`src/ssc_map.svh`:
```
// Register offsets, field positions, reset values and timing counts of the safing controller
//
// Contract
// Start-up mode is entered when the state-machine reset is released.
// Start-up mode takes no samples and never activates the arming pair.
// Threshold writes take effect only in start-up mode.
// First successful watchdog feed moves start-up to diagnostic.
// Diagnostic test drives both outputs alike; fire high with inhibit low never occurs.
// Diagnostic ends only on a safety-control command selecting safing or scrap.
// Safing mode is left only by the state-machine reset.
// Scrap stops monitoring; exits only by key handshake to arming or reset.
// Arming mode drives fire-enable high and inhibit low.
// Seed comes from a free-running 8-bit counter, read by the seed command.
// Reading the seed freezes it and yields the expected key.
// Key equals seed XOR 0x55, submitted by the key command.
// Scrap enters arming only on matching key and valid authorization.
// Processor resubmits the key with valid authorization before the scrap timeout.
// Wrong key, timeout or lost authorization returns arming to scrap.
// Processor requests all sensors in fixed order after each sync rise.
// Sequence pairs 0000-1101 select thresholds 0-6; 1110 selects threshold 7.
// Three consecutive over-threshold samples of one sensor set the safing signal.
// Safing signal asserts the arming pair, extended 255 ms or 2.0 s.
// Sequence counter advances per response and resets on each sync rise.
// Sequence mismatch sets the fault bit and disables safing until next sync.
// Valid-data frames are counted per period, reset on sync, readable.
// Sequence counter resets to all ones; first sample makes it zero.
// Threshold MSB selects the dwell extension length.
// Otherwise fire-enable stays low and inhibit stays high.
`ifndef SSC_MAP_SVH
`define SSC_MAP_SVH

// ----------------------------------------------------------------
// Register offsets
// ----------------------------------------------------------------
`define SSC_ADDR_STATUS 5'h00
`define SSC_ADDR_SAFETY_CONTROL_COMMAND 5'h01
`define SSC_ADDR_SEED 5'h02
`define SSC_ADDR_KEY 5'h03
`define SSC_ADDR_THR_BASE 5'h08

// ----------------------------------------------------------------
// Field positions and reset values
// ----------------------------------------------------------------
`define SSC_CTL_LEV_BIT 0
`define SSC_CTL_TEN_BIT 1
`define SSC_CTL_TRANS_LSB 2
`define SSC_TRANS_SAFING 2'h1
`define SSC_TRANS_SCRAP 2'h2
`define SSC_KEY_MASK 8'h55
`define SSC_SEQ_RESET 4'hF
`define SSC_SEQ_LAST 4'hE
`define SSC_THR_DEFAULT 8'h7F

// ----------------------------------------------------------------
// Timing
// ----------------------------------------------------------------
`define SSC_CLK_MHZ 40
`define SSC_DWELL_SHORT_MS 255
`define SSC_DWELL_LONG_MS 2000
`define SSC_SCRAP_TMO_US 600
`define SSC_DWELL_SHORT_CYC (`SSC_DWELL_SHORT_MS * 1000 * `SSC_CLK_MHZ)
`define SSC_DWELL_LONG_CYC (`SSC_DWELL_LONG_MS * 1000 * `SSC_CLK_MHZ)
`define SSC_SCRAP_TMO_CYC (`SSC_SCRAP_TMO_US * `SSC_CLK_MHZ)

`endif

```
`src/ssc_pkg.sv`:
```
// Types shared by the safing controller
package ssc_pkg;

   // ----------------------------------------------------------------
   // Sequencer modes
   // ----------------------------------------------------------------
   typedef enum logic [2:0] {
      SSC_STARTUP = 3'b000,
      SSC_DIAG = 3'b001,
      SSC_SAFING = 3'b010,
      SSC_SCRAP = 3'b011,
      SSC_ARMING = 3'b100
   } ssc_mode_t;

   // ----------------------------------------------------------------
   // One decoded sensor response from the monitor
   // ----------------------------------------------------------------
   typedef struct packed {
      logic valid;
      logic [2:0] seq_id;
      logic data_ok;
      logic [9:0] sample;
   } ssc_resp_t;

endpackage

```
`src/ssc_safing_ctrl.sv`:
```
// Safing state controller: mode sequencer, safing compare, seed/key arming handshake
//
// Implementation choices: the plain strobed port and the placing of the registers.
`include "ssc_map.svh"

module ssc_safing_ctrl #(
   parameter int DWELL_SHORT_CYC = `SSC_DWELL_SHORT_CYC,
   parameter int DWELL_LONG_CYC = `SSC_DWELL_LONG_CYC,
   parameter int SCRAP_TMO_CYC = `SSC_SCRAP_TMO_CYC
) (
   input wire logic core_clk,
   input wire logic srst,
   input wire logic [4:0] reg_addr,
   input wire logic [7:0] reg_wdata,
   input wire logic reg_wr,
   input wire logic reg_rd,
   output logic [7:0] reg_rdata,
   input wire logic wdog_feed_ok,
   input wire ssc_pkg::ssc_resp_t sensor_resp,
   input wire logic sample_sync,
   input wire logic authorization_signal,
   output logic fire_enable,
   output logic inhibit_output_n,
   output logic [2:0] mode_out
);

   localparam int DW = 27;
   localparam int TW = 16;

   // ----------------------------------------------------------------
   // Helpers
   // ----------------------------------------------------------------
   // Sequence pairs share a threshold; 1110 lands on 7 by the same shift
   function automatic logic [2:0] thr_index(input logic [3:0] seq);
      thr_index = seq[3:1];
   endfunction

   // Threshold low bits scaled onto the signed 10-bit sample range
   function automatic logic over_thr(input logic [9:0] s, input logic [7:0] t);
      over_thr = $signed(s) > $signed({1'b0, t[6:0], 2'b00});
   endfunction

   ssc_pkg::ssc_mode_t mode_ff;
   logic [2:0] sync_ff;
   logic sync_lvl_ff;
   logic sync_rise_ff;
   logic [2:0] auth_ff;
   logic auth_lvl_ff;
   logic [7:0] thr_ff [8];
   logic [7:0] seed_cnt_ff;
   logic [7:0] seed_ff;
   logic seed_frozen_ff;
   logic [3:0] seq_cnt_ff;
   logic [3:0] valid_cnt_ff;
   logic seq_fault_ff;
   logic seq_dis_ff;
   logic [1:0] hit_ff [15];
   logic dwell_sel_ff;
   logic [DW-1:0] dwell_ff;
   logic [TW-1:0] tmo_ff;
   logic diag_ten_ff;
   logic diag_lev_ff;
   logic fire_ff;
   logic inhibit_n_ff;
   logic [7:0] rdata_ff;

   logic wr_ctl, wr_key, rd_seed, rd_ctl, key_ok;
   logic [1:0] trans;
   logic resp_take, mismatch, cmp_en, safing_act;
   logic [3:0] nxt_seq;

   assign wr_ctl = reg_wr && reg_addr == `SSC_ADDR_SAFETY_CONTROL_COMMAND;
   assign wr_key = reg_wr && reg_addr == `SSC_ADDR_KEY;
   assign rd_seed = reg_rd && reg_addr == `SSC_ADDR_SEED;
   assign rd_ctl = reg_rd && reg_addr == `SSC_ADDR_STATUS;
   assign trans = reg_wdata[`SSC_CTL_TRANS_LSB +: 2];
   // A key never counts before a seed was frozen
   assign key_ok = seed_frozen_ff && reg_wdata == (seed_ff ^ `SSC_KEY_MASK);

   // ----------------------------------------------------------------
   // Pin synchronisers
   // ----------------------------------------------------------------
   // Level accepted only when stages two and three agree
   always_ff @(posedge core_clk) begin
      if (srst) begin
         sync_ff <= 3'h0;
         sync_lvl_ff <= 1'b0;
         sync_rise_ff <= 1'b0;
         auth_ff <= 3'h0;
         auth_lvl_ff <= 1'b0;
      end else begin
         sync_ff <= {sync_ff[1:0], sample_sync};
         auth_ff <= {auth_ff[1:0], authorization_signal};
         sync_rise_ff <= 1'b0;
         if (sync_ff[1] == sync_ff[2]) begin
            sync_lvl_ff <= sync_ff[2];
            sync_rise_ff <= sync_ff[2] && !sync_lvl_ff;
         end
         if (auth_ff[1] == auth_ff[2]) begin
            auth_lvl_ff <= auth_ff[2];
         end
      end
   end

   // ----------------------------------------------------------------
   // Mode sequencer
   // ----------------------------------------------------------------
   // Reset is the single way back to start-up, from any mode
   always_ff @(posedge core_clk) begin
      if (srst) begin
         mode_ff <= ssc_pkg::SSC_STARTUP;
         tmo_ff <= '0;
      end else begin
         case (mode_ff)
            ssc_pkg::SSC_STARTUP: begin
               if (wdog_feed_ok) begin
                  mode_ff <= ssc_pkg::SSC_DIAG;
               end
            end
            ssc_pkg::SSC_DIAG: begin
               if (wr_ctl && trans == `SSC_TRANS_SAFING) begin
                  mode_ff <= ssc_pkg::SSC_SAFING;
               end else if (wr_ctl && trans == `SSC_TRANS_SCRAP) begin
                  mode_ff <= ssc_pkg::SSC_SCRAP;
               end
            end
            ssc_pkg::SSC_SAFING: begin
               mode_ff <= ssc_pkg::SSC_SAFING;
            end
            ssc_pkg::SSC_SCRAP: begin
               if (wr_key && key_ok && auth_lvl_ff) begin
                  mode_ff <= ssc_pkg::SSC_ARMING;
                  tmo_ff <= TW'(SCRAP_TMO_CYC);
               end
            end
            ssc_pkg::SSC_ARMING: begin
               if (!auth_lvl_ff || tmo_ff == '0 || (wr_key && !key_ok)) begin
                  mode_ff <= ssc_pkg::SSC_SCRAP;
               end else if (wr_key) begin
                  tmo_ff <= TW'(SCRAP_TMO_CYC);
               end else begin
                  tmo_ff <= tmo_ff - 1'b1;
               end
            end
            default: begin
               mode_ff <= ssc_pkg::SSC_STARTUP;
            end
         endcase
      end
   end

   // ----------------------------------------------------------------
   // Seed generator and freeze
   // ----------------------------------------------------------------
   // Counter runs every cycle so the seed is hard to predict
   always_ff @(posedge core_clk) begin
      if (srst) begin
         seed_cnt_ff <= 8'h00;
         seed_ff <= 8'h00;
         seed_frozen_ff <= 1'b0;
      end else begin
         seed_cnt_ff <= seed_cnt_ff + 8'h01;
         if (rd_seed) begin
            seed_ff <= seed_cnt_ff;
            seed_frozen_ff <= 1'b1;
         end
      end
   end

   // ----------------------------------------------------------------
   // Thresholds and diagnostic test levels
   // ----------------------------------------------------------------
   // Writes outside start-up are dropped silently
   always_ff @(posedge core_clk) begin
      if (srst) begin
         for (int i = 0; i < 8; i++) begin
            thr_ff[i] <= `SSC_THR_DEFAULT;
         end
      end else if (reg_wr && mode_ff == ssc_pkg::SSC_STARTUP && reg_addr[4:3] == 2'h1) begin
         thr_ff[reg_addr[2:0]] <= reg_wdata;
      end
   end

   always_ff @(posedge core_clk) begin
      if (srst) begin
         diag_ten_ff <= 1'b0;
         diag_lev_ff <= 1'b0;
      end else if (wr_ctl && mode_ff == ssc_pkg::SSC_DIAG) begin
         diag_ten_ff <= reg_wdata[`SSC_CTL_TEN_BIT];
         diag_lev_ff <= reg_wdata[`SSC_CTL_LEV_BIT];
      end
   end

   // ----------------------------------------------------------------
   // Sequence and valid-data counters
   // ----------------------------------------------------------------
   // Monitoring happens in safing mode only; frozen at 1110
   assign resp_take = sensor_resp.valid && mode_ff == ssc_pkg::SSC_SAFING && seq_cnt_ff != `SSC_SEQ_LAST;
   assign nxt_seq = seq_cnt_ff + 4'h1;
   assign mismatch = resp_take && sensor_resp.seq_id != nxt_seq[2:0];
   assign cmp_en = resp_take && !mismatch && !seq_dis_ff && sensor_resp.data_ok;

   always_ff @(posedge core_clk) begin
      if (srst) begin
         seq_cnt_ff <= `SSC_SEQ_RESET;
         valid_cnt_ff <= 4'h0;
         seq_dis_ff <= 1'b0;
      end else if (sync_rise_ff) begin
         seq_cnt_ff <= `SSC_SEQ_RESET;
         valid_cnt_ff <= 4'h0;
         seq_dis_ff <= 1'b0;
      end else begin
         if (resp_take) begin
            seq_cnt_ff <= nxt_seq;
         end
         if (cmp_en) begin
            valid_cnt_ff <= valid_cnt_ff + 4'h1;
         end
         if (mismatch) begin
            seq_dis_ff <= 1'b1;
         end
      end
   end

   // Fault bit clears on status read, but a new mismatch wins
   always_ff @(posedge core_clk) begin
      if (srst) begin
         seq_fault_ff <= 1'b0;
      end else if (mismatch) begin
         seq_fault_ff <= 1'b1;
      end else if (rd_ctl) begin
         seq_fault_ff <= 1'b0;
      end
   end

   // ----------------------------------------------------------------
   // Safing compare and dwell extension
   // ----------------------------------------------------------------
   // Each sequence slot keeps its own run of over-threshold samples
   always_ff @(posedge core_clk) begin
      if (srst || mode_ff != ssc_pkg::SSC_SAFING) begin
         for (int i = 0; i < 15; i++) begin
            hit_ff[i] <= 2'h0;
         end
         dwell_sel_ff <= 1'b0;
      end else if (cmp_en) begin
         if (over_thr(sensor_resp.sample, thr_ff[thr_index(nxt_seq)])) begin
            if (hit_ff[nxt_seq] != 2'h3) begin
               hit_ff[nxt_seq] <= hit_ff[nxt_seq] + 2'h1;
            end
            if (hit_ff[nxt_seq] == 2'h2) begin
               dwell_sel_ff <= thr_ff[thr_index(nxt_seq)][7];
            end
         end else begin
            hit_ff[nxt_seq] <= 2'h0;
         end
      end
   end

   always_comb begin
      safing_act = 1'b0;
      for (int i = 0; i < 15; i++) begin
         safing_act = safing_act | (hit_ff[i] == 2'h3);
      end
   end

   // Dwell reloads while safing holds, then runs down
   always_ff @(posedge core_clk) begin
      if (srst) begin
         dwell_ff <= '0;
      end else if (safing_act) begin
         dwell_ff <= dwell_sel_ff ? DW'(DWELL_LONG_CYC) : DW'(DWELL_SHORT_CYC);
      end else if (dwell_ff != '0) begin
         dwell_ff <= dwell_ff - 1'b1;
      end
   end

   // ----------------------------------------------------------------
   // Arming output pair
   // ----------------------------------------------------------------
   // Registered so the pins never glitch on decode
   always_ff @(posedge core_clk) begin
      if (srst) begin
         fire_ff <= 1'b0;
         inhibit_n_ff <= 1'b1;
      end else begin
         case (mode_ff)
            ssc_pkg::SSC_ARMING: begin
               fire_ff <= 1'b1;
               inhibit_n_ff <= 1'b0;
            end
            ssc_pkg::SSC_SAFING: begin
               fire_ff <= safing_act || dwell_ff != '0;
               inhibit_n_ff <= !(safing_act || dwell_ff != '0);
            end
            ssc_pkg::SSC_DIAG: begin
               // With the test enabled both outputs follow one level, so the firing pair cannot form
               fire_ff <= diag_ten_ff && diag_lev_ff;
               inhibit_n_ff <= !diag_ten_ff || diag_lev_ff;
            end
            default: begin
               fire_ff <= 1'b0;
               inhibit_n_ff <= 1'b1;
            end
         endcase
      end
   end

   // ----------------------------------------------------------------
   // Register read port
   // ----------------------------------------------------------------
   always_ff @(posedge core_clk) begin
      if (srst) begin
         rdata_ff <= 8'h00;
      end else if (reg_rd) begin
         case (reg_addr)
            `SSC_ADDR_STATUS: rdata_ff <= {valid_cnt_ff, mode_ff == ssc_pkg::SSC_ARMING, seq_dis_ff,
                                           fire_ff, seq_fault_ff};
            `SSC_ADDR_SAFETY_CONTROL_COMMAND: rdata_ff <= {1'b0, mode_ff, 2'h0, diag_ten_ff, diag_lev_ff};
            `SSC_ADDR_SEED: rdata_ff <= seed_cnt_ff;
            default: begin
               if (reg_addr[4:3] == 2'h1) begin
                  rdata_ff <= thr_ff[reg_addr[2:0]];
               end else begin
                  rdata_ff <= 8'h00;
               end
            end
         endcase
      end else begin
         rdata_ff <= 8'h00;
      end
   end

   assign reg_rdata = rdata_ff;
   assign fire_enable = fire_ff;
   assign inhibit_output_n = inhibit_n_ff;
   assign mode_out = mode_ff;

   // ----------------------------------------------------------------
   // Checks
   // ----------------------------------------------------------------
   property p_reset_startup;
      @(posedge core_clk) srst |=> mode_ff == ssc_pkg::SSC_STARTUP;
   endproperty
   a_reset_startup: assert property (p_reset_startup) else $error("mode not start-up after reset");

   property p_startup_quiet;
      @(posedge core_clk) disable iff (srst)
         mode_ff == ssc_pkg::SSC_STARTUP ##1 mode_ff == ssc_pkg::SSC_STARTUP |-> !fire_ff && inhibit_n_ff;
   endproperty
   a_startup_quiet: assert property (p_startup_quiet) else $error("arming pair active in start-up");

   property p_thr_locked;
      @(posedge core_clk) disable iff (srst)
         mode_ff != ssc_pkg::SSC_STARTUP |=> $stable(thr_ff[0]) && $stable(thr_ff[1]) && $stable(thr_ff[7]);
   endproperty
   a_thr_locked: assert property (p_thr_locked) else $error("threshold changed outside start-up");

   property p_feed_diag;
      @(posedge core_clk) disable iff (srst)
         mode_ff == ssc_pkg::SSC_STARTUP && wdog_feed_ok |=> mode_ff == ssc_pkg::SSC_DIAG;
   endproperty
   a_feed_diag: assert property (p_feed_diag) else $error("feed did not enter diagnostic");

   property p_no_fire_pair;
      @(posedge core_clk) disable iff (srst)
         mode_ff == ssc_pkg::SSC_DIAG ##1 mode_ff == ssc_pkg::SSC_DIAG |-> !(fire_ff && !inhibit_n_ff);
   endproperty
   a_no_fire_pair: assert property (p_no_fire_pair) else $error("firing pair in diagnostic");

   property p_safing_sticky;
      @(posedge core_clk) disable iff (srst)
         mode_ff == ssc_pkg::SSC_SAFING |=> mode_ff == ssc_pkg::SSC_SAFING;
   endproperty
   a_safing_sticky: assert property (p_safing_sticky) else $error("left safing without reset");

   property p_arm_outputs;
      @(posedge core_clk) disable iff (srst)
         mode_ff == ssc_pkg::SSC_ARMING ##1 mode_ff == ssc_pkg::SSC_ARMING |-> fire_ff && !inhibit_n_ff;
   endproperty
   a_arm_outputs: assert property (p_arm_outputs) else $error("arming mode without outputs");

   property p_arm_entry;
      @(posedge core_clk) disable iff (srst)
         $rose(mode_ff == ssc_pkg::SSC_ARMING) |-> $past(wr_key) && $past(key_ok) && $past(auth_lvl_ff);
   endproperty
   a_arm_entry: assert property (p_arm_entry) else $error("arming entered without handshake");

   property p_bad_key_exit;
      @(posedge core_clk) disable iff (srst)
         mode_ff == ssc_pkg::SSC_ARMING && (!auth_lvl_ff || (wr_key && !key_ok))
         |=> mode_ff == ssc_pkg::SSC_SCRAP ##1 !fire_ff;
   endproperty
   a_bad_key_exit: assert property (p_bad_key_exit) else $error("arming kept after fault");

   property p_fault_set;
      @(posedge core_clk) disable iff (srst)
         mismatch && !sync_rise_ff |=> seq_fault_ff && seq_dis_ff;
   endproperty
   a_fault_set: assert property (p_fault_set) else $error("mismatch did not flag fault");

   property p_sync_clear;
      @(posedge core_clk) disable iff (srst)
         sync_rise_ff |=> seq_cnt_ff == `SSC_SEQ_RESET && valid_cnt_ff == 4'h0;
   endproperty
   a_sync_clear: assert property (p_sync_clear) else $error("sync did not reset counters");

   c_enter_arming: cover property (@(posedge core_clk) $rose(mode_ff == ssc_pkg::SSC_ARMING));
   c_safing_fire: cover property (@(posedge core_clk) mode_ff == ssc_pkg::SSC_SAFING && safing_act);
   c_seq_fault: cover property (@(posedge core_clk) mismatch);
   c_arm_timeout: cover property (@(posedge core_clk) mode_ff == ssc_pkg::SSC_ARMING && tmo_ff == '0);

endmodule

```
`config.mk`:
```
export PLATFORM = sky130hd
export DESIGN_NAME = ssc_safing_ctrl
export DESIGN_NICKNAME = d
export VERILOG_FILES = /design/src/ssc_pkg.sv /design/src/ssc_safing_ctrl.sv
export VERILOG_INCLUDE_DIRS = /design/src
export SDC_FILE = /design/constraint.sdc
export NUM_CORES = 1
export LEC_CHECK = 0
export ABC_AREA = 1
export BUFFER_PORTS_ARGS = -buffer_cell sky130_fd_sc_hd__buf_4
export CORE_MARGIN = 1.5
export CORE_UTILIZATION = 64
export CTS_BUF_LIST = sky130_fd_sc_hd__clkbuf_2 sky130_fd_sc_hd__clkbuf_4 sky130_fd_sc_hd__clkbuf_8
export CTS_CLUSTER_DIAMETER = 30
export CTS_CLUSTER_SIZE = 16
export DETAILED_ROUTE_END_ITERATION = 7
export GPL_TIMING_DRIVEN = 0
export PLACE_DENSITY = 0.83
export SYNTH_ARGS = -nofsm -noshare
export SYNTH_HDL_FRONTEND = slang
export SYNTH_SLANG_ARGS = --single-unit
export TNS_END_PERCENT = 10
```
`constraint.sdc`:
```
create_clock -name core_clk -period 5.16 [get_ports core_clk]
set_input_delay 0.774 -clock core_clk [delete_from_list [all_inputs] [get_ports core_clk]]
set_output_delay 0.774 -clock core_clk [all_outputs]
set_load 0.1 [all_outputs]
```
==> flow_metrics.env, run 1 <==
export IMPL_finalSetupViolCount=0
export IMPL_status="finished, final reports clean"
export IMPL_fmax_mhz=214
export IMPL_grt_max_degree=18
export IMPL_hp_class="flop to flop"
export IMPL_ys_ff_latch=191
export IMPL_wirelength_um=27800
export IMPL_ys_flop_type="edfxtp_1"
export IMPL_drtIter0Drc=1257
export IMPL_rrSetupSlack_ns=0.49
export IMPL_nNetsFinal=1475
export IMPL_end_kind="flop"
export IMPL_area_delta_synth_final_pct=9.44
export IMPL_multiInputGateArea_um2=4590
export IMPL_syn_avg_cell_area_um2=7.53
export IMPL_portBuffers=47
export IMPL_root_buffer="clkbuf_8"
export IMPL_dp_hpwl_um=20600
export IMPL_place_ws_ns=0.385
export IMPL_synth_warnings=0
export IMPL_maxSlewHeadroom=0.531
export IMPL_fin_crit_sh=0.906
export IMPL_async_flop_share=0
export IMPL_cp_required_ns=5.36
export IMPL_netlist_area_um2=10200
export IMPL_cts_tree="built"
export IMPL_worstRegToRegCells=22
export IMPL_crit_buf_inv=10
export IMPL_num_io_pins=48
export IMPL_rsz0062_at_grt="false"
export IMPL_drtAntennaViolNets=0
export IMPL_drc=0
export IMPL_crit_chain="buf_4, clkinv_1, clkbuf_1, ha_1, buf_2, clkbuf_1, o21ai_0, a22oi_1, nand3_1, inv_1, ha_1, inv_1, nor2_1, inv_1, o21a_1, nand2_1, nand4_1, nand2_1, inv_2, buf_6, nand3_1, nand2_1"
export IMPL_holdPathStages=2
export IMPL_drive_gt1_frac=0.0871
export IMPL_regArea_um2=4780
export IMPL_slowest_delay_ns=0.53
export IMPL_timing_rr_start="seq_cnt_ff[0]$_SDFFE_PP1P_"
export IMPL_grt_pass1_vias=9006
export IMPL_yosys_area_top_type="edfxtp_1"
export IMPL_grtUsageTotal=0.349
export IMPL_die_area_um2=16700
export IMPL_critical_path_peak_fanout=12
export IMPL_whs_endpoint="auth_ff[1]$_SDFF_PP0_"
export IMPL_grt_pass1_wl_um=44800
export IMPL_initial_utilization=0.665
export IMPL_gp_congestion=1.01
export IMPL_wl_per_cell_um=16.9
export IMPL_syn_inst=1356
export IMPL_vias=9712
export IMPL_die_w_um=129
export IMPL_gr_total_overflow=0
export IMPL_seq_area_frac_synth=0.468
export IMPL_synth_edf_count=96
export IMPL_antenna_found_initial=0
export IMPL_ir_drop_mv=0.257
export IMPL_cts_sinks=191
export IMPL_synth_top_area_frac=0.282
export IMPL_hold_violations=0
export IMPL_cap_viol_max_count=0
export IMPL_yosysMostFrequentCell="nand2_1"
export IMPL_clk_path_buf_depth=2
export IMPL_power_density_nw_per_um2=432
export IMPL_setup_ws_ns=0.487
export IMPL_cts_buffers=17
export IMPL_viasPerCell=5.90
export IMPL_cts_max_level=4
export IMPL_num_fill_cells=1264
export IMPL_ys_top_cells_by_area="edfxtp_1 (28%), dfxtp_1 (19%), nand2_1 (12%)"
export IMPL_yosysUniqueCellTypes=44
export IMPL_setup_tns_final_ns=0
export IMPL_maxSlewViolCount=0
export IMPL_cellLeakagePower_nw=4.70
export IMPL_critical_path_top_delay_family="buffers and inverters"
export IMPL_start_kind="flop"
export IMPL_worstPathArrival_ns=4.87
export IMPL_die_y_um=129
export IMPL_clkLatencyLatePin_ns=0.49
export IMPL_coreArea_um2=15400
export IMPL_rows=45
export IMPL_cts_setup_buffers=0
export IMPL_crit_type="flop to flop"
export IMPL_ys_top_cells_by_count="nand2_1 (339), nor2_1 (183), inv_1 (154)"
export IMPL_firstDrtPassIters=6
export IMPL_skew_ns=0.0175
export IMPL_reg2reg_to="hit_ff[9][0]$_SDFFCE_PN0P_"
export IMPL_worstHoldStart="auth_ff[0]$_SDFF_PP0_"
export IMPL_synth_nets=1409
export IMPL_clkTransAtPathRegs_ns=0.10
export IMPL_antenna_cells=0
export IMPL_cpMaxStageDelayCell="clkbuf_1"
export IMPL_tightest_slew_ns=0.703
export IMPL_min_period_ns=4.67
## cell usage in the layout, fill, tap and decap left out, types with 3 or more instances in the layout
master	instances
buf_6	4
inv_2	6
ha_1	18
buf_4	51
nand3_1	104
nor2_4	4
a21oi_1	84
clkbuf_8	17
o22ai_1	19
nand3b_1	5
a31oi_1	9
nand2_1	339
xnor2_1	8
buf_2	9
dfxtp_1	95
xor2_1	9
inv_6	6
nor2_2	6
nor3_1	26
nand4_1	21
clkinv_1	10
clkbuf_1	22
o211ai_1	3
a22oi_1	10
o21ai_0	75
nor2_1	183
nand2_2	4
inv_1	154
edfxtp_1	96
nand3_2	3
a221oi_1	5
## report_power, final
| group | internal, mW | switching (mW) | total (mW) |
|---|---|---|---|
| Combinational | 0.640 | 1.38 | 2.02 |
| Sequential | 1.76 | 0.134 | 1.90 |
| Clock | 0.345 | 0.566 | 0.911 |
| Total | 2.75 | 2.07 | 4.82 |
## worst register-to-register path, cell delays in order (launching register included)
cell	delay, ns
dfxtp_1	0.37
buf_4	0.20
clkinv_1	0.26
clkbuf_1	0.36
ha_1	0.37
buf_2	0.22
clkbuf_1	0.53
o21ai_0	0.35
a22oi_1	0.25
nand3_1	0.09
inv_1	0.08
ha_1	0.22
inv_1	0.05
nor2_1	0.04
inv_1	0.07
o21a_1	0.13
nand2_1	0.07
nand4_1	0.12
nand2_1	0.08
inv_2	0.12
buf_6	0.16
nand3_1	0.12
nand2_1	0.14
## repair_timing
| item | in CTS | in global routing |
|---|---|---|
| hold buffers | 0 | 0 |
| gates resized for setup | 0 | 3 |
| endpoints found under the setup margin | 0 | 49 |
## routing by layer
layer	vias up	global-route usage	wire length (um)
met5	-	0	0
li1	4614	-	-
met2	559	0.552	12600
met3	78	0.0826	3070
met4	0	0.128	806
met1	4461	0.472	11300
## worst max-delay path by stage
stage                                          start                     endpoint  slack, ns  cells after the start
final                     seq_cnt_ff[0]$_SDFFE_PP1P_   hit_ff[9][0]$_SDFFCE_PN0P_       0.49                     22
after floorplan           seq_cnt_ff[0]$_SDFFE_PP1P_  hit_ff[11][0]$_SDFFCE_PN0P_       1.47                     21
after global routing      seq_cnt_ff[0]$_SDFFE_PP1P_   hit_ff[8][1]$_SDFFCE_PN0P_       0.07                     20
after CTS                 seq_cnt_ff[0]$_SDFFE_PP1P_   hit_ff[9][0]$_SDFFCE_PN0P_       0.36                     20
after detailed placement  seq_cnt_ff[0]$_SDFFE_PP1P_   hit_ff[9][1]$_SDFFCE_PN0P_       0.38                     20
after global placement    seq_cnt_ff[0]$_SDFFE_PP1P_  hit_ff[11][0]$_SDFFCE_PN0P_       0.49                     20
## registers in the layout (all words and copies together) (netlist names), 3 cells and up
register / cells
thr_ff: 64
hit_ff: 32
dwell_ff: 27
tmo_ff: 16
reg_rdata: 8
seed_cnt_ff: 8
seed_ff: 8
seq_cnt_ff: 4
valid_cnt_ff: 4
auth_ff: 3
mode_out: 3
sync_ff: 3
## kinds of logic after synthesis
| kind of cell | count (synthesis) | synth area share |
|---|---|---|
| xor gates and xnor gates | 18 | 0.0162 |
| adders and majority gates | 18 | 0.0220 |
| AOI/OAI and AO/OA | 211 | 0.113 |
| buffers and inverters | 210 | 0.0827 |
| muxes | 2 | 0.00196 |
| DFF | 191 | 0.468 |
| and+or+nand+nor | 706 | 0.295 |
## through the flow
stage / util / std cells / total power, mW / hold slack [ns] / cell area [um^2]
after CTS: 0.727 / 1646 / 4.78 / 0.415 / 11200
after global placement: 0.705 / 1614 / 3.85 / 0.395 / 10800
after global routing: 0.727 / 1646 / 5.14 / 0.439 / 11200
after floorplan: - / 1356 / 3.41 / 0.388 / 10200
final: 0.727 / 1646 / 4.82 / 0.412 / 11200
after detailed placement: 0.705 / 1614 / 3.89 / 0.402 / 10800
## cell type report
| class | count | share of cell area |
|---|---|---|
| multi-input cells | 955 | 0.410 |
| inverters | 167 | 0.0561 |
| repair buffers | 47 | 0.0316 |
| clock inverters | 14 | 0.00929 |
| clock buffers | 18 | 0.0216 |
| well taps | 211 | 0.0236 |
| flip-flops and latches | 191 | 0.428 |
| plain buffers | 43 | 0.0197 |
No activity file was read; power rests on OpenSTA's default activity.
==> run 2, diff against run 1 <==
ABC_CLOCK_PERIOD_IN_PS = 5160   (was unset)
PLACE_DENSITY = unset   (was 0.83)
PLACE_DENSITY_LB_ADDON = 0.08   (was unset)
==> run 2 against run 1 <==
  * Sequential power hardly changed
  * Fmax is 0.77% lower
  * Largest cell class unchanged
  * Combinational power hardly changed
  * Wire length is 0.92% lower
  * Power is 2.5% higher
  * Clock power is 14% higher
  * Non-clock buffer count stayed put
  * Cell count stayed put
  * Sequential share of layout area is 0.24 points lower
  * Largest power group unchanged
  * Global-route usage is 1.1 points lower
  * Critical path type unchanged
  * Utilization is 0.41 points higher
==> flow_metrics.env, run 2 (synthesis gave the netlist of run 1 again) <==
export IMPL_clkLatencyLatePin_ns=0.48
export IMPL_crit_path_frequent_cell="nand2_1"
export IMPL_maxSlewHeadroom=0.485
export IMPL_setup_tns_final_ns=0
export IMPL_tightest_slew_ns=0.773
export IMPL_cts_setup_buffers=0
export IMPL_grtUsageTotal=0.338
export IMPL_cellLeakagePower_nw=4.73
export IMPL_grt_max_degree=19
export IMPL_hold_violations=0
export IMPL_antenna_found_initial=0
export IMPL_hold_ws_ns=0.411
export IMPL_grt_pass1_vias=8705
export IMPL_regMostFlops="thr_ff"
export IMPL_cts_max_level=4
export IMPL_dp_hpwl_um=20300
export IMPL_die_w_um=129
export IMPL_crit_chain="buf_4, clkinv_1, clkbuf_1, ha_1, buf_2, buf_1, buf_1, nand2_1, o21ai_0, nand2_1, nand3_1, inv_1, ha_1, inv_1, nor2_1, inv_1, o21a_1, nand2_1, nand4_1, nand2_1, inv_2, buf_6, nand3_1, nand2_1"
export IMPL_crit_type="flop to flop"
export IMPL_timing_rr_start="seq_cnt_ff[0]$_SDFFE_PP1P_"
export IMPL_hp_class="flop to flop"
export IMPL_cts_hold_buf=0
export IMPL_skew_ns=0.0177
export IMPL_fmax_mhz=212
export IMPL_drtIter0Drc=1041
export IMPL_coreArea_um2=15400
export IMPL_clk_path_buf_depth=2
export IMPL_vias=9467
export IMPL_largest_reg_flops=64
export IMPL_num_io_pins=48
export IMPL_cts_tree="built"
export IMPL_viasPerCell=5.75
export IMPL_maxSlewViolCount=0
export IMPL_layout_cells_most_common_list="nand2_1 (339), nor2_1 (183), inv_1 (154), nand3_1 (104), edfxtp_1 (96)"
export IMPL_grt_pass1_wl_um=43000
export IMPL_cts_repair_resized=0
export IMPL_fin_crit_sh=0.913
export IMPL_wl_per_cell_um=16.7
export IMPL_gr_total_overflow=0
export IMPL_crit_start="seq_cnt_ff[0]$_SDFFE_PP1P_"
export IMPL_nNetsFinal=1475
export IMPL_die_y_um=129
export IMPL_clkTransAtPathRegs_ns=0.10
export IMPL_reg_top3="thr_ff x64, hit_ff x32, dwell_ff x27"
export IMPL_cap_viol_max_count=0
export IMPL_firstDrtPassIters=7
export IMPL_cp_required_ns=5.38
export IMPL_rows=45
export IMPL_wirelength_um=27500
export IMPL_slowest_delay_ns=0.40
export IMPL_worstRegToRegCells=24
export IMPL_cpMaxStageDelayCell="buf_1"
export IMPL_initial_utilization=0.665
export IMPL_final_common_cell="nand2_1"
export IMPL_drc=0
export IMPL_power_density_nw_per_um2=440
export IMPL_portBuffers=47
export IMPL_status="finished, final reports clean"
export IMPL_start_kind="flop"
export IMPL_die_area_um2=16700
export IMPL_drtAntennaViolNets=0
export IMPL_crit_end="hit_ff[6][0]$_SDFFCE_PN0P_"
export IMPL_rrSetupSlack_ns=0.45
export IMPL_antenna_cells=0
export IMPL_area_delta_synth_final_pct=10.1
export IMPL_ir_drop_mv=0.375
export IMPL_min_period_ns=4.71
export IMPL_cts_buffers=17
export IMPL_end_kind="flop"
export IMPL_worstPathArrival_ns=4.93
export IMPL_rsz0062_at_grt="false"
export IMPL_drive_gt1_frac=0.0885
export IMPL_finalSetupViolCount=0
export IMPL_root_buffer="clkbuf_8"
export IMPL_gp_congestion=1.00
export IMPL_critical_path_peak_fanout=12
export IMPL_reg2reg_to="hit_ff[6][0]$_SDFFCE_PN0P_"
export IMPL_cts_sinks=191
run 2: worst min path at each step:
stage	start	end	slack (ns)	depth (start not counted)
final	auth_ff[0]$_SDFF_PP0_	auth_ff[1]$_SDFF_PP0_	0.41	2
after global routing	auth_ff[0]$_SDFF_PP0_	auth_ff[1]$_SDFF_PP0_	0.43	2
after CTS	auth_ff[0]$_SDFF_PP0_	auth_ff[1]$_SDFF_PP0_	0.42	2
after detailed placement	auth_ff[0]$_SDFF_PP0_	auth_ff[1]$_SDFF_PP0_	0.40	2
after global placement	auth_ff[0]$_SDFF_PP0_	auth_ff[1]$_SDFF_PP0_	0.39	2
after floorplan	auth_ff[0]$_SDFF_PP0_	auth_ff[1]$_SDFF_PP0_	0.39	2
run 2: worst max-delay path, delay by kind of cell (launching register included):
family                     cells  cell delay [ns]
buffers and inverters         11             2.18
adders and majority gates      2             0.63
DFF                            1             0.37
and+or+nand+nor                9             0.99
AOI/OAI and AO/OA              2             0.28
run 2: metrics by stage:
stage	cells	setup slack (ns)	cell area, um^2	total power, mW	utilization
floorplan	1356	1.47	10200	3.41	-
global placement	1614	0.423	10800	3.85	0.705
detailed placement	1614	0.387	10800	3.89	0.705
CTS	1646	0.368	11200	4.91	0.731
global route	1646	0.0272	11200	5.25	0.731
finish	1646	0.451	11200	4.95	0.731
run 2: final cells by class:
class	count	area (um^2)
plain buffers	43	219
clock buffers	18	241
clock inverters	14	168
fillers	1236	4130
inverters	167	627
multi-input cells	955	4590
flip-flops and latches	191	4780
well taps	211	264
repair buffers	47	353
run 2: metal layers:
metal	track usage	wire length, um	vias to the layer above
met5	0	0	-
met4	0.116	804	0
met3	0.0822	2910	81
met2	0.538	12600	505
met1	0.456	11200	4267
li1	-	-	4614
run 2: where the power goes:
group          leakage, nW  total (mW)  switching (mW)  internal, mW
logic                 2.91        2.01            1.37         0.639
clock network        0.203        1.04           0.585         0.452
registers             1.62        1.90           0.132          1.76
